[config.mk]
export PLATFORM = sky130hd
export DESIGN_NAME = dpdiag_top
export DESIGN_NICKNAME = d
export VERILOG_FILES = /design/src/rtl/dpdiag_pkg.sv /design/src/rtl/dpdiag_top.sv
export VERILOG_INCLUDE_DIRS = /design/src /design/src/rtl
export SDC_FILE = /design/constraint.sdc
export NUM_CORES = 2
export LEC_CHECK = 0
export BUFFER_PORTS_ARGS = -buffer_cell sky130_fd_sc_hd__buf_4
export CAP_MARGIN = 20
export CORE_UTILIZATION = 40
export CTS_CLUSTER_DIAMETER = 30
export DETAILED_ROUTE_END_ITERATION = 6
export GPL_ROUTABILITY_DRIVEN = 0
export PLACE_DENSITY = 0.69
export SETUP_SLACK_MARGIN = 0.15
export SLEW_MARGIN = 40
export SYNTH_ARGS = -nofsm -noshare
export SYNTH_HDL_FRONTEND = slang
export SYNTH_SLANG_ARGS = --single-unit
[constraint.sdc]
create_clock -name aclk -period 3.4 [get_ports aclk]
set_input_delay 0.17 -clock aclk [delete_from_list [all_inputs] [get_ports aclk]]
set_output_delay 0.17 -clock aclk [all_outputs]
set_load 0.01 [all_outputs]
[src/rtl/dpdiag_regs.svh]
/*
 * Register offsets, field positions, reset values and limits of the DP slave
 * diagnostic block. Assumes a 32-bit AXI4-Lite register bus, byte addresses.
 */
// Behaviour
// - Diagnostic response length is 6 to 244 bytes.
// - Header order: status one, two, three, master address, ident number.
// - Master field reads 255 until parameterised and configured without error.
// - Every parameter telegram is checked whole; faults set status-one bit 6.
// - Ident number mismatch in the parameter telegram counts as parameter fault.
// - Unsupported requested function, such as sync or freeze, sets bit 4.
// - Bit 3 is set while extended diagnostic bytes follow the header.
// - Configuration differing from the internal one sets status-one bit 2.
// - Bit 1 is set while the slave is not ready for data exchange.
`ifndef DPDIAG_REGS_SVH
`define DPDIAG_REGS_SVH

// ****************************************************************
// Register map
// ****************************************************************
`define DPD_OFF_IDENT     8'h00
`define DPD_OFF_CFG       8'h04
`define DPD_OFF_DIAGCTL   8'h08
`define DPD_OFF_STATUS    8'h0c
`define DPD_OFF_EXT_BASE  12'h100

// ****************************************************************
// Fields and values
// ****************************************************************
`define DPD_ST1_LOCK      7
`define DPD_ST1_PRM_FAULT 6
`define DPD_ST1_BAD_RESP  5
`define DPD_ST1_NOT_SUPP  4
`define DPD_ST1_EXT_DIAG  3
`define DPD_ST1_CFG_FAULT 2
`define DPD_ST1_NOT_READY 1
`define DPD_ST1_NO_STAT   0
`define DPD_HDR_LEN       8'h06
`define DPD_MAX_LEN       8'hf4
`define DPD_NO_MASTER     8'hff
`define DPD_PRM_MIN_LEN   8'h07
`define DPD_RST_CFG       32'h0000_0000
`define DPD_RESP_OKAY     2'h0
`define DPD_RESP_DECERR   2'h3

`endif

[src/rtl/dpdiag_pkg.sv]
/*
 * Types of the DP slave diagnostic block: bus carriers and telegram records.
 * Assumes the constants header is included by the modules that need offsets.
 */
package dpdiag_pkg;

  typedef struct packed {
    logic [11:0] awaddr;
    logic        awvalid;
    logic [31:0] wdata;
    logic [3:0]  wstrb;
    logic        wvalid;
    logic        bready;
    logic [11:0] araddr;
    logic        arvalid;
    logic        rready;
  } dpd_axil_req_t;

  typedef struct packed {
    logic        awready;
    logic        wready;
    logic        bvalid;
    logic [1:0]  bresp;
    logic        arready;
    logic        rvalid;
    logic [31:0] rdata;
    logic [1:0]  rresp;
  } dpd_axil_rsp_t;

  // One checked parameter telegram, presented for a single cycle
  typedef struct packed {
    logic        valid;
    logic [7:0]  master;
    logic [15:0] ident;
    logic        sync_en;
    logic        freeze_en;
    logic [7:0]  len;
    logic        bad_value;
  } dpd_prm_t;

  typedef struct packed {
    logic        valid;
    logic [31:0] cfg;
  } dpd_cfg_t;

  typedef struct packed {
    logic       valid;
    logic [7:0] data;
    logic       last;
  } dpd_diag_t;

  typedef enum logic [0:0] {
    DPD_IDLE = 1'b0,
    DPD_SEND = 1'b1
  } dpd_state_t;

endpackage : dpdiag_pkg

[src/rtl/dpdiag_top.sv]
/*
 * DP slave diagnostic block: checks parameter and configuration telegrams,
 * keeps station status one, and streams the diagnostic response byte by byte.
 * Assumes the telegram decoder delivers one-cycle records, the transmitter
 * drains the response with a ready handshake, and software uses AXI4-Lite.
 */
// Register access over AXI4-Lite and the placing of the registers were chosen for this implementation.
`timescale 1ns/1ps
`default_nettype none
`include "dpdiag_regs.svh"

module dpdiag_top #(
  parameter logic [15:0] IDENT_RST  = 16'h5a5a, // Arbitrary value
  parameter bit          SYNC_SUP   = 1'b0,
  parameter bit          FREEZE_SUP = 1'b0,
  parameter int          EXT_WORDS  = 59
) (
  input  wire logic                   aclk,
  input  wire logic                   aresetn,
  input  wire dpdiag_pkg::dpd_axil_req_t axi_req,
  output var  dpdiag_pkg::dpd_axil_rsp_t axi_rsp,
  input  wire dpdiag_pkg::dpd_prm_t   prm,
  input  wire dpdiag_pkg::dpd_cfg_t   cfg,
  input  wire logic                   diag_req,
  input  wire logic                   diag_ready,
  output var  dpdiag_pkg::dpd_diag_t  diag,
  output logic                        diag_busy
);

  // ****************************************************************
  // Elaboration check
  // ****************************************************************
  if (EXT_WORDS < 1 || EXT_WORDS * 4 + 6 > 244)
  begin : g_bad_ext
    $error("EXT_WORDS does not fit a 244 byte response");
  end

  // ****************************************************************
  // State
  // ****************************************************************
  dpdiag_pkg::dpd_axil_rsp_t rsp_q;
  dpdiag_pkg::dpd_diag_t     diag_q;
  dpdiag_pkg::dpd_state_t    state_q;
  logic [11:0] awaddr_q;
  logic [31:0] wdata_q;
  logic [3:0]  wstrb_q;
  logic [15:0] ident_q;
  logic [31:0] cfg_exp_q;
  logic [7:0]  ext_len_q;
  logic [7:0]  st2_q;
  logic [7:0]  st3_q;
  logic [31:0] ext_mem [EXT_WORDS];
  logic        prm_ok_q;
  logic        cfg_ok_q;
  logic        prm_fault_q;
  logic        not_supp_q;
  logic        cfg_fault_q;
  logic [7:0]  master_q;
  logic [7:0]  idx_q;
  logic [7:0]  len_q;

  // ****************************************************************
  // Status and header bytes
  // ****************************************************************
  wire logic        prm_short = prm.len < `DPD_PRM_MIN_LEN;
  wire logic        prm_bad   = prm.bad_value | prm_short
                              | (prm.ident != ident_q);
  wire logic        prm_unsup = (prm.sync_en & ~SYNC_SUP)
                              | (prm.freeze_en & ~FREEZE_SUP);
  wire logic        ready     = prm_ok_q & cfg_ok_q;
  wire logic        ext_diag  = ext_len_q != 8'h00;
  wire logic [7:0]  st1 = {1'b0, prm_fault_q, 1'b0, not_supp_q,
                           ext_diag, cfg_fault_q, ~ready, 1'b0};
  wire logic [7:0]  master_out = ready ? master_q : `DPD_NO_MASTER;
  wire logic [7:0]  resp_len = `DPD_HDR_LEN + ext_len_q;

  // ****************************************************************
  // Byte selection for the response stream
  // ****************************************************************
  wire logic [7:0]  ext_idx  = idx_q - `DPD_HDR_LEN;
  wire logic [31:0] ext_word = ext_mem[ext_idx[7:2]];
  wire logic [7:0]  ext_byte = ext_word[{ext_idx[1:0], 3'b000} +: 8];
  logic [7:0] tx_byte;
  always_comb
  begin
    case (idx_q)
      8'h00:   tx_byte = st1;
      8'h01:   tx_byte = st2_q;
      8'h02:   tx_byte = st3_q;
      8'h03:   tx_byte = master_out;
      8'h04:   tx_byte = ident_q[15:8];
      8'h05:   tx_byte = ident_q[7:0];
      default: tx_byte = ext_byte;
    endcase
  end

  // ****************************************************************
  // Register decode
  // ****************************************************************
  logic [31:0] wmask;
  for (genvar b = 0; b < 4; b++)
  begin : g_lane
    assign wmask[b*8 +: 8] = {8{wstrb_q[b]}};
  end

  wire logic        do_wr    = ~rsp_q.awready & ~rsp_q.wready & ~rsp_q.bvalid;
  wire logic        wr_ext   = awaddr_q >= `DPD_OFF_EXT_BASE
                             && awaddr_q[11:2] < 10'(EXT_WORDS + 64);
  wire logic [9:0]  wr_word  = awaddr_q[11:2] - 10'h040;
  wire logic        wr_hit   = wr_ext || awaddr_q[11:4] == 8'h00;
  wire logic        rd_ext   = axi_req.araddr >= `DPD_OFF_EXT_BASE
                             && axi_req.araddr[11:2] < 10'(EXT_WORDS + 64);
  wire logic [9:0]  rd_word  = axi_req.araddr[11:2] - 10'h040;
  wire logic        ar_take  = axi_req.arvalid & rsp_q.arready;
  wire logic [7:0]  len_clip = ext_len_q > 8'(EXT_WORDS * 4) ? 8'(EXT_WORDS * 4)
                             : ext_len_q;
  logic [31:0] rd_data;
  logic        rd_hit;
  always_comb
  begin
    rd_hit  = 1'b1;
    rd_data = 32'h0000_0000;
    if (rd_ext)
      rd_data = ext_mem[rd_word[5:0]];
    else if (axi_req.araddr[11:8] != 4'h0)
      rd_hit = 1'b0;
    else
      case (axi_req.araddr[7:0])
        `DPD_OFF_IDENT:   rd_data = {16'h0000, ident_q};
        `DPD_OFF_CFG:     rd_data = cfg_exp_q;
        `DPD_OFF_DIAGCTL: rd_data = {8'h00, st3_q, st2_q, ext_len_q};
        `DPD_OFF_STATUS:  rd_data = {7'h00, diag_busy, resp_len, master_out, st1};
        default:          rd_hit  = 1'b0;
      endcase
  end

  // ****************************************************************
  // AXI4-Lite slave
  // ****************************************************************
  always_ff @(posedge aclk)
  begin
    if (!aresetn)
    begin
      rsp_q    <= '0;
      awaddr_q <= 12'h000;
      wdata_q  <= 32'h0000_0000;
      wstrb_q  <= 4'h0;
      rsp_q.awready <= 1'b1;
      rsp_q.wready  <= 1'b1;
      rsp_q.arready <= 1'b1;
    end
    else
    begin
      if (axi_req.awvalid && rsp_q.awready)
      begin
        awaddr_q      <= axi_req.awaddr;
        rsp_q.awready <= 1'b0;
      end
      if (axi_req.wvalid && rsp_q.wready)
      begin
        wdata_q      <= axi_req.wdata;
        wstrb_q      <= axi_req.wstrb;
        rsp_q.wready <= 1'b0;
      end
      if (do_wr)
      begin
        rsp_q.bvalid <= 1'b1;
        rsp_q.bresp  <= wr_hit ? `DPD_RESP_OKAY : `DPD_RESP_DECERR;
      end
      if (rsp_q.bvalid && axi_req.bready)
      begin
        rsp_q.bvalid  <= 1'b0;
        rsp_q.awready <= 1'b1;
        rsp_q.wready  <= 1'b1;
      end
      if (ar_take)
      begin
        rsp_q.arready <= 1'b0;
        rsp_q.rvalid  <= 1'b1;
        rsp_q.rdata   <= rd_data;
        rsp_q.rresp   <= rd_hit ? `DPD_RESP_OKAY : `DPD_RESP_DECERR;
      end
      if (rsp_q.rvalid && axi_req.rready)
      begin
        rsp_q.rvalid  <= 1'b0;
        rsp_q.arready <= 1'b1;
      end
    end
  end

  // Extended data has no reset; software fills it before raising the length
  always_ff @(posedge aclk)
  begin
    if (do_wr && wr_ext)
      ext_mem[wr_word[5:0]] <= (ext_mem[wr_word[5:0]] & ~wmask) | (wdata_q & wmask);
  end

  always_ff @(posedge aclk)
  begin
    if (!aresetn)
    begin
      ident_q   <= IDENT_RST;
      cfg_exp_q <= `DPD_RST_CFG;
      ext_len_q <= 8'h00;
      st2_q     <= 8'h00;
      st3_q     <= 8'h00;
    end
    else if (do_wr && !wr_ext)
    begin
      case (awaddr_q[7:0])
        `DPD_OFF_IDENT:
          ident_q <= (ident_q & ~wmask[15:0]) | (wdata_q[15:0] & wmask[15:0]);
        `DPD_OFF_CFG:
          cfg_exp_q <= (cfg_exp_q & ~wmask) | (wdata_q & wmask);
        `DPD_OFF_DIAGCTL:
        begin
          if (wstrb_q[0])
            ext_len_q <= wdata_q[7:0];
          if (wstrb_q[1])
            st2_q <= wdata_q[15:8];
          if (wstrb_q[2])
            st3_q <= wdata_q[23:16];
        end
        default: ;
      endcase
    end
    else if (ext_len_q != len_clip)
      ext_len_q <= len_clip;
  end

  // ****************************************************************
  // Telegram checks
  // ****************************************************************
  // A new parameter telegram restarts start-up, so configuration is redone
  always_ff @(posedge aclk)
  begin
    if (!aresetn)
    begin
      prm_ok_q    <= 1'b0;
      cfg_ok_q    <= 1'b0;
      prm_fault_q <= 1'b0;
      not_supp_q  <= 1'b0;
      cfg_fault_q <= 1'b0;
      master_q    <= `DPD_NO_MASTER;
    end
    else if (prm.valid)
    begin
      prm_fault_q <= prm_bad;
      not_supp_q  <= prm_unsup;
      prm_ok_q    <= ~prm_bad & ~prm_unsup;
      cfg_ok_q    <= 1'b0;
      cfg_fault_q <= 1'b0;
      master_q    <= prm.master;
    end
    else if (cfg.valid)
    begin
      cfg_fault_q <= cfg.cfg != cfg_exp_q;
      cfg_ok_q    <= prm_ok_q & (cfg.cfg == cfg_exp_q);
    end
  end

  // ****************************************************************
  // Response stream
  // ****************************************************************
  // Status is sampled byte by byte, so a telegram mid-response shows at once
  wire logic load = !diag_q.valid || diag_ready;
  always_ff @(posedge aclk)
  begin
    if (!aresetn)
    begin
      state_q   <= dpdiag_pkg::DPD_IDLE;
      diag_q    <= '0;
      idx_q     <= 8'h00;
      len_q     <= `DPD_HDR_LEN;
      diag_busy <= 1'b0;
    end
    else
    begin
      case (state_q)
        dpdiag_pkg::DPD_IDLE:
        begin
          if (diag_req)
          begin
            state_q   <= dpdiag_pkg::DPD_SEND;
            idx_q     <= 8'h00;
            len_q     <= resp_len;
            diag_busy <= 1'b1;
          end
        end
        dpdiag_pkg::DPD_SEND:
        begin
          if (load)
          begin
            if (idx_q < len_q)
            begin
              diag_q.valid <= 1'b1;
              diag_q.data  <= tx_byte;
              diag_q.last  <= idx_q == len_q - 8'h01;
              idx_q        <= idx_q + 8'h01;
            end
            else
            begin
              diag_q    <= '0;
              state_q   <= dpdiag_pkg::DPD_IDLE;
              diag_busy <= 1'b0;
            end
          end
        end
        default: state_q <= dpdiag_pkg::DPD_IDLE;
      endcase
    end
  end

  assign axi_rsp = rsp_q;
  assign diag    = diag_q;

endmodule : dpdiag_top
`default_nettype wire

; Yosys cells after proc, flatten, opt, wreduce, memory -nomap -nowiden
; Memories as Yosys holds them, arrays and structs flattened.
; Index checks and enable logic that the tools add are counted.
[totals]
register_bits = 202
mem_bits_rw = 1888
out_inout_bits = 52
word_cells = 154
memories = 1
[mem_list]
columns = name, words, width, rd, rd_clocked_by_memory_dff, wr, line
row1 = ext_mem, 59, 32, 3, 0, 1, dpdiag_top.sv:52  ; logic [31:0] ext_mem [EXT_WORDS];
[op_classes]
add_sub_neg = 6
magnitude_cmp = 7
eq_ne = 21
n_shift = 1
muxes = 30
bitwise_logic = 27
n_reduce_logical = 32
[op_table]
columns = cell, count
row1 = 32-bit case mux with 4 select lines, 1
row2 = 32-bit bitwise AND, 3
row3 = 8-bit 2-to-1 mux, 9
row4 = 32-bit 2-to-1 mux, 2
row5 = 32-bit OR, 2
row6 = 8-bit case mux with 6 select lines, 1
row7 = 16-bit bitwise AND, 2
row8 = 32-bit == test, 1
row9 = 8-bit by 3-bit == test with 1-bit output (second input constant), 4
row10 = 8-bit logical NOT, 4
row11 = 32-bit != test, 1
row12 = 32-bit inverter, 1
row13 = 32-bit by 6-bit variable part select with 8-bit output, 1
row14 = 8-bit by 4-bit == test with 1-bit output (second input constant), 3
row15 = 12-bit by 9-bit >= comparator with 1-bit output (second input constant), 2
row16 = 10-bit by 7-bit less-than comparator with 1-bit output (second input constant), 2
row17 = 8-bit by 2-bit == test with 1-bit output (second input constant), 2
row18 = 16-bit != test, 1
row19 = 16-bit inverter, 1
row20 = 16-bit OR, 1
row21 = 8-bit case mux with 2 select lines, 1
row22 = 3-bit AND reduction, 5
row23 = 6-bit by 1-bit subtractor with 6-bit output (second input constant), 2
row24 = 1-bit 2-to-1 mux, 11
row25 = other kinds (27), 61

; Longest topological paths before layout
[logic_depth]
depth_word = 6
mapped_depth = 14

; Worst setup path before layout
; OpenSTA, ideal clock, no wires.
[synth_timing]
kind = register to register
startpoint = reg (tool-made name)
endpoint = mem ext_mem[0][19], data pin
setup_time_ns = 0.344
arrival_time_ns = 3.047
required_time_ns = 3.056
path_slack_ns = 0.009
stages_incl_launch_ff = 8
path_buffers = 3
path_cell_list = dfxtp_1 clkbuf_1 buf_2 clkbuf_1 mux4_2 mux4_2 mux4_2 mux2_2
[synth_lines]
columns = element, line
row1 = to (decl), dpdiag_top.sv:52

==> impl_metrics.env <==
export IMPL_wl_met3_um=86100
export IMPL_setup_violations=0
export IMPL_power_density_mw_per_mm2=549
export IMPL_yosysTopAreaCell="edfxtp_1"
export IMPL_cts_buffers=421
export IMPL_grt_max_degree=152
export IMPL_dr_pass1_iters=7
export IMPL_routed_wl_um=469000
export IMPL_synth_nets=6638
export IMPL_syn_inst=6485
export IMPL_fin_crit_ns=3.38
export IMPL_yosys_most_used_dff="edfxtp_1"
export IMPL_slowest_stage="mux4_2"
export IMPL_worstPathRequired_ns=4.11
export IMPL_cts_reportedPaths_clkPinSlew_ns=0.05
export IMPL_areaGrowthSynthToFinish_pct=27.4
export IMPL_ys_ff_latch=2094
export IMPL_finalCritPeriodShare=0.993
export IMPL_skew_ns=0.0633
export IMPL_hold_class="primary input to flop"
export IMPL_critPathBufInv=4
export IMPL_drv_slew=0
export IMPL_cap_violations=0
export IMPL_max_stage_delay_ns=0.53
export IMPL_finalHoldViolCount=0
export IMPL_p_leak_nw=47.4
export IMPL_rrSetupSlack_ns=0.02
export IMPL_tightest_slew_ns=1.19
export IMPL_syn_area_mm2=0.113
export IMPL_p_total_mw=78.7
export IMPL_antenna_left=0
export IMPL_yosysTopAreaCellShare=0.504
export IMPL_outcome="complete, but fails checks"
export IMPL_cts_tree="built"
export IMPL_crit_fanout=33
export IMPL_route_vias_total=82445
export IMPL_ios=190
export IMPL_path_cells="buf_12, buf_16, buf_16, mux4_2, mux4_2, mux4_2, mux2_4, buf_12"
export IMPL_grt_use_total=0.321
export IMPL_fmax_mhz=296
export IMPL_drive_gt1_frac=0.446
export IMPL_dp_cells=10454
export IMPL_worstSetupPathType="flop to flop"
export IMPL_wire_per_inst_um=40.6
export IMPL_layout_common_cells="1,888 x edfxtp_1, 1,595 x mux4_2, 652 x nand2_1, 612 x buf_4, 448 x clkbuf_16"
export IMPL_grt_overflow=0
export IMPL_drcViolationCount=142
export IMPL_port_buffers=189
export IMPL_utilization=0.513
export IMPL_ys_async_sr_fraction=0
export IMPL_syn_area_per_cell_um2=17.4
export IMPL_die_area_mm2=0.284
export IMPL_yosys_top_cells_area="edfxtp_1 50%, mux4_2 32%, dfxtp_1 3.7%, mux2i_1 2.2%, nand2_1 2.2%"
export IMPL_seq_area_frac_synth=0.540
export IMPL_rows=194
export IMPL_yosysWarningCount=0
export IMPL_start_util=0.403
export IMPL_wl_met1_um=140000
export IMPL_synth_cell_types=70
export IMPL_crit_path_frequent_cell="mux4_2"
export IMPL_fin_nets=7604
export IMPL_endpoint_kind="flop"
export IMPL_clock_sinks=2094
export IMPL_core_mm2=0.280
export IMPL_arrival_ns=4.09
export IMPL_holdWs_ns=0.0435
export IMPL_cts_buffer_depth=4
export IMPL_antenna_found_initial=39
export IMPL_htree_levels=5
export IMPL_violations="design-rule violations"
export IMPL_met2_length_um=199000
export IMPL_path_delay_family="multiplexers"
export IMPL_startpoint_type="flop"
export IMPL_setup_tns_ns=0
export IMPL_max_vdd_ir_drop_uv=610
export IMPL_max_slew_margin=0.204
export IMPL_cts_root_buf="clkbuf_16"
export IMPL_stdcell_count=11554
export IMPL_rsz0062_at_grt="yes"
export IMPL_grt_pass1_wl_um=634000
export IMPL_die_h_um=532
export IMPL_die_w_um=532
export IMPL_vias_per_cell=7.14
export IMPL_synth_edf_count=1888
export IMPL_dp_hpwl_um=277000
export IMPL_top_layer="met5"
export IMPL_final_common_cell="edfxtp_1"
export IMPL_grt_pass1_vias=79722
export IMPL_drt_initial_drc_count=15664
export IMPL_clkLatencyLatePin_ns=1.00
## power breakdown
| group | switching, mW | internal [mW] | total, mW |
|---|---|---|---|
| Combinational | 4.42 | 3.52 | 7.94 |
| Sequential | 0.307 | 29.1 | 29.4 |
| Clock | 14.7 | 26.6 | 41.4 |
## layout make-up
cell class,count,area (um^2)
Fill cell,21475,136000
Sequential cell,2094,60900
Multi-Input combinational cell,3838,50900
Timing Repair Buffer,1076,12700
Clock buffer,466,10900
Tap cell,3724,4660
Clock inverter,304,3230
Antenna cell,32,80.1
Inverter,20,75.1
## routing by layer
metal / GRT usage / up-vias
met2: 0.457 / 8929
li1: - / 29795
met1: 0.380 / 41431
met4: 0.245 / 36
met3: 0.145 / 2254
met5: 0 / -
## cells by family (layout without fill, tap and decap cells)
family | Yosys count | after routing | synth area share
fa+ha+maj | 15 | 15 | 0.00167
flops | 2094 | 2094 | 0.540
simple gates | 1113 | 1113 | 0.0424
xor+xnor | 78 | 78 | 0.00607
buf+inv | 594 | 1866 | 0.0230
mux | 1904 | 1945 | 0.347
compound gates | 687 | 687 | 0.0393
other cells | 0 | 32 | 0
## flip-flops by register name, summed over array words and instances, names as in the netlist, named ones only
register	count
st2_q	8
state_q	1
st3_q	8
not_supp_q	1
diag_busy	1
master_q	8
wstrb_q	4
idx_q	8
len_q	8
awaddr_q	12
cfg_fault_q	1
ext_mem	1888
prm_ok_q	1
prm_fault_q	1
diag	10
ext_len_q	8
wdata_q	32
cfg_ok_q	1
axi_rsp	39
## stage by stage
step | instance area, um^2 | setup WS, ns
after floorplan | 113000 | 0.157
after global placement | 125000 | -0.594
after detailed placement | 125000 | -0.488
after CTS | 142000 | 0.0799
after global routing | 143000 | 0.0147
final | 143000 | 0.0224
## worst paths after layout
path / from / endpoint / depth (start not counted)
max: flop / ext_mem[24][26] / 8
min: axi_req[24] / wdata_q[4] / 4
max reg2reg: flop / ext_mem[24][26] / 8
min reg2reg: diag[9] / diag[9] / 2
## worst reg2reg max path: cells and delay by family (launching register included)
family | cells | cell delay (ns)
buffers and inverters | 4 | 0.80
flip-flops | 1 | 0.37
multiplexers | 4 | 1.91
## synth_stat cells (33+ instances only)
cell,number
a22oi_1,38
buf_1,69
nor3_1,40
dfxtp_1,206
nand3_1,84
xor2_1,57
edfxtp_1,1888
nand2_1,657
a21boi_0,78
a31oi_1,33
clkbuf_1,276
nor2_1,169
buf_2,204
a21oi_1,136
nor2b_1,49
o21ai_0,200
mux2i_1,252
mux4_2,1595
mux2_2,57
## timing repair
action | 4_1_cts | 5_1_grt
hold buffers | 149 | 0
setup buffers | 21 | 47
hold endpoints to repair | 174 | 0
resized for setup | 94 | 80
pin swaps | 11 | 13
setup endpoints to repair | 1732 | 1880
gates cloned | 36 | 45
Power figures use the tool's default switching activity.
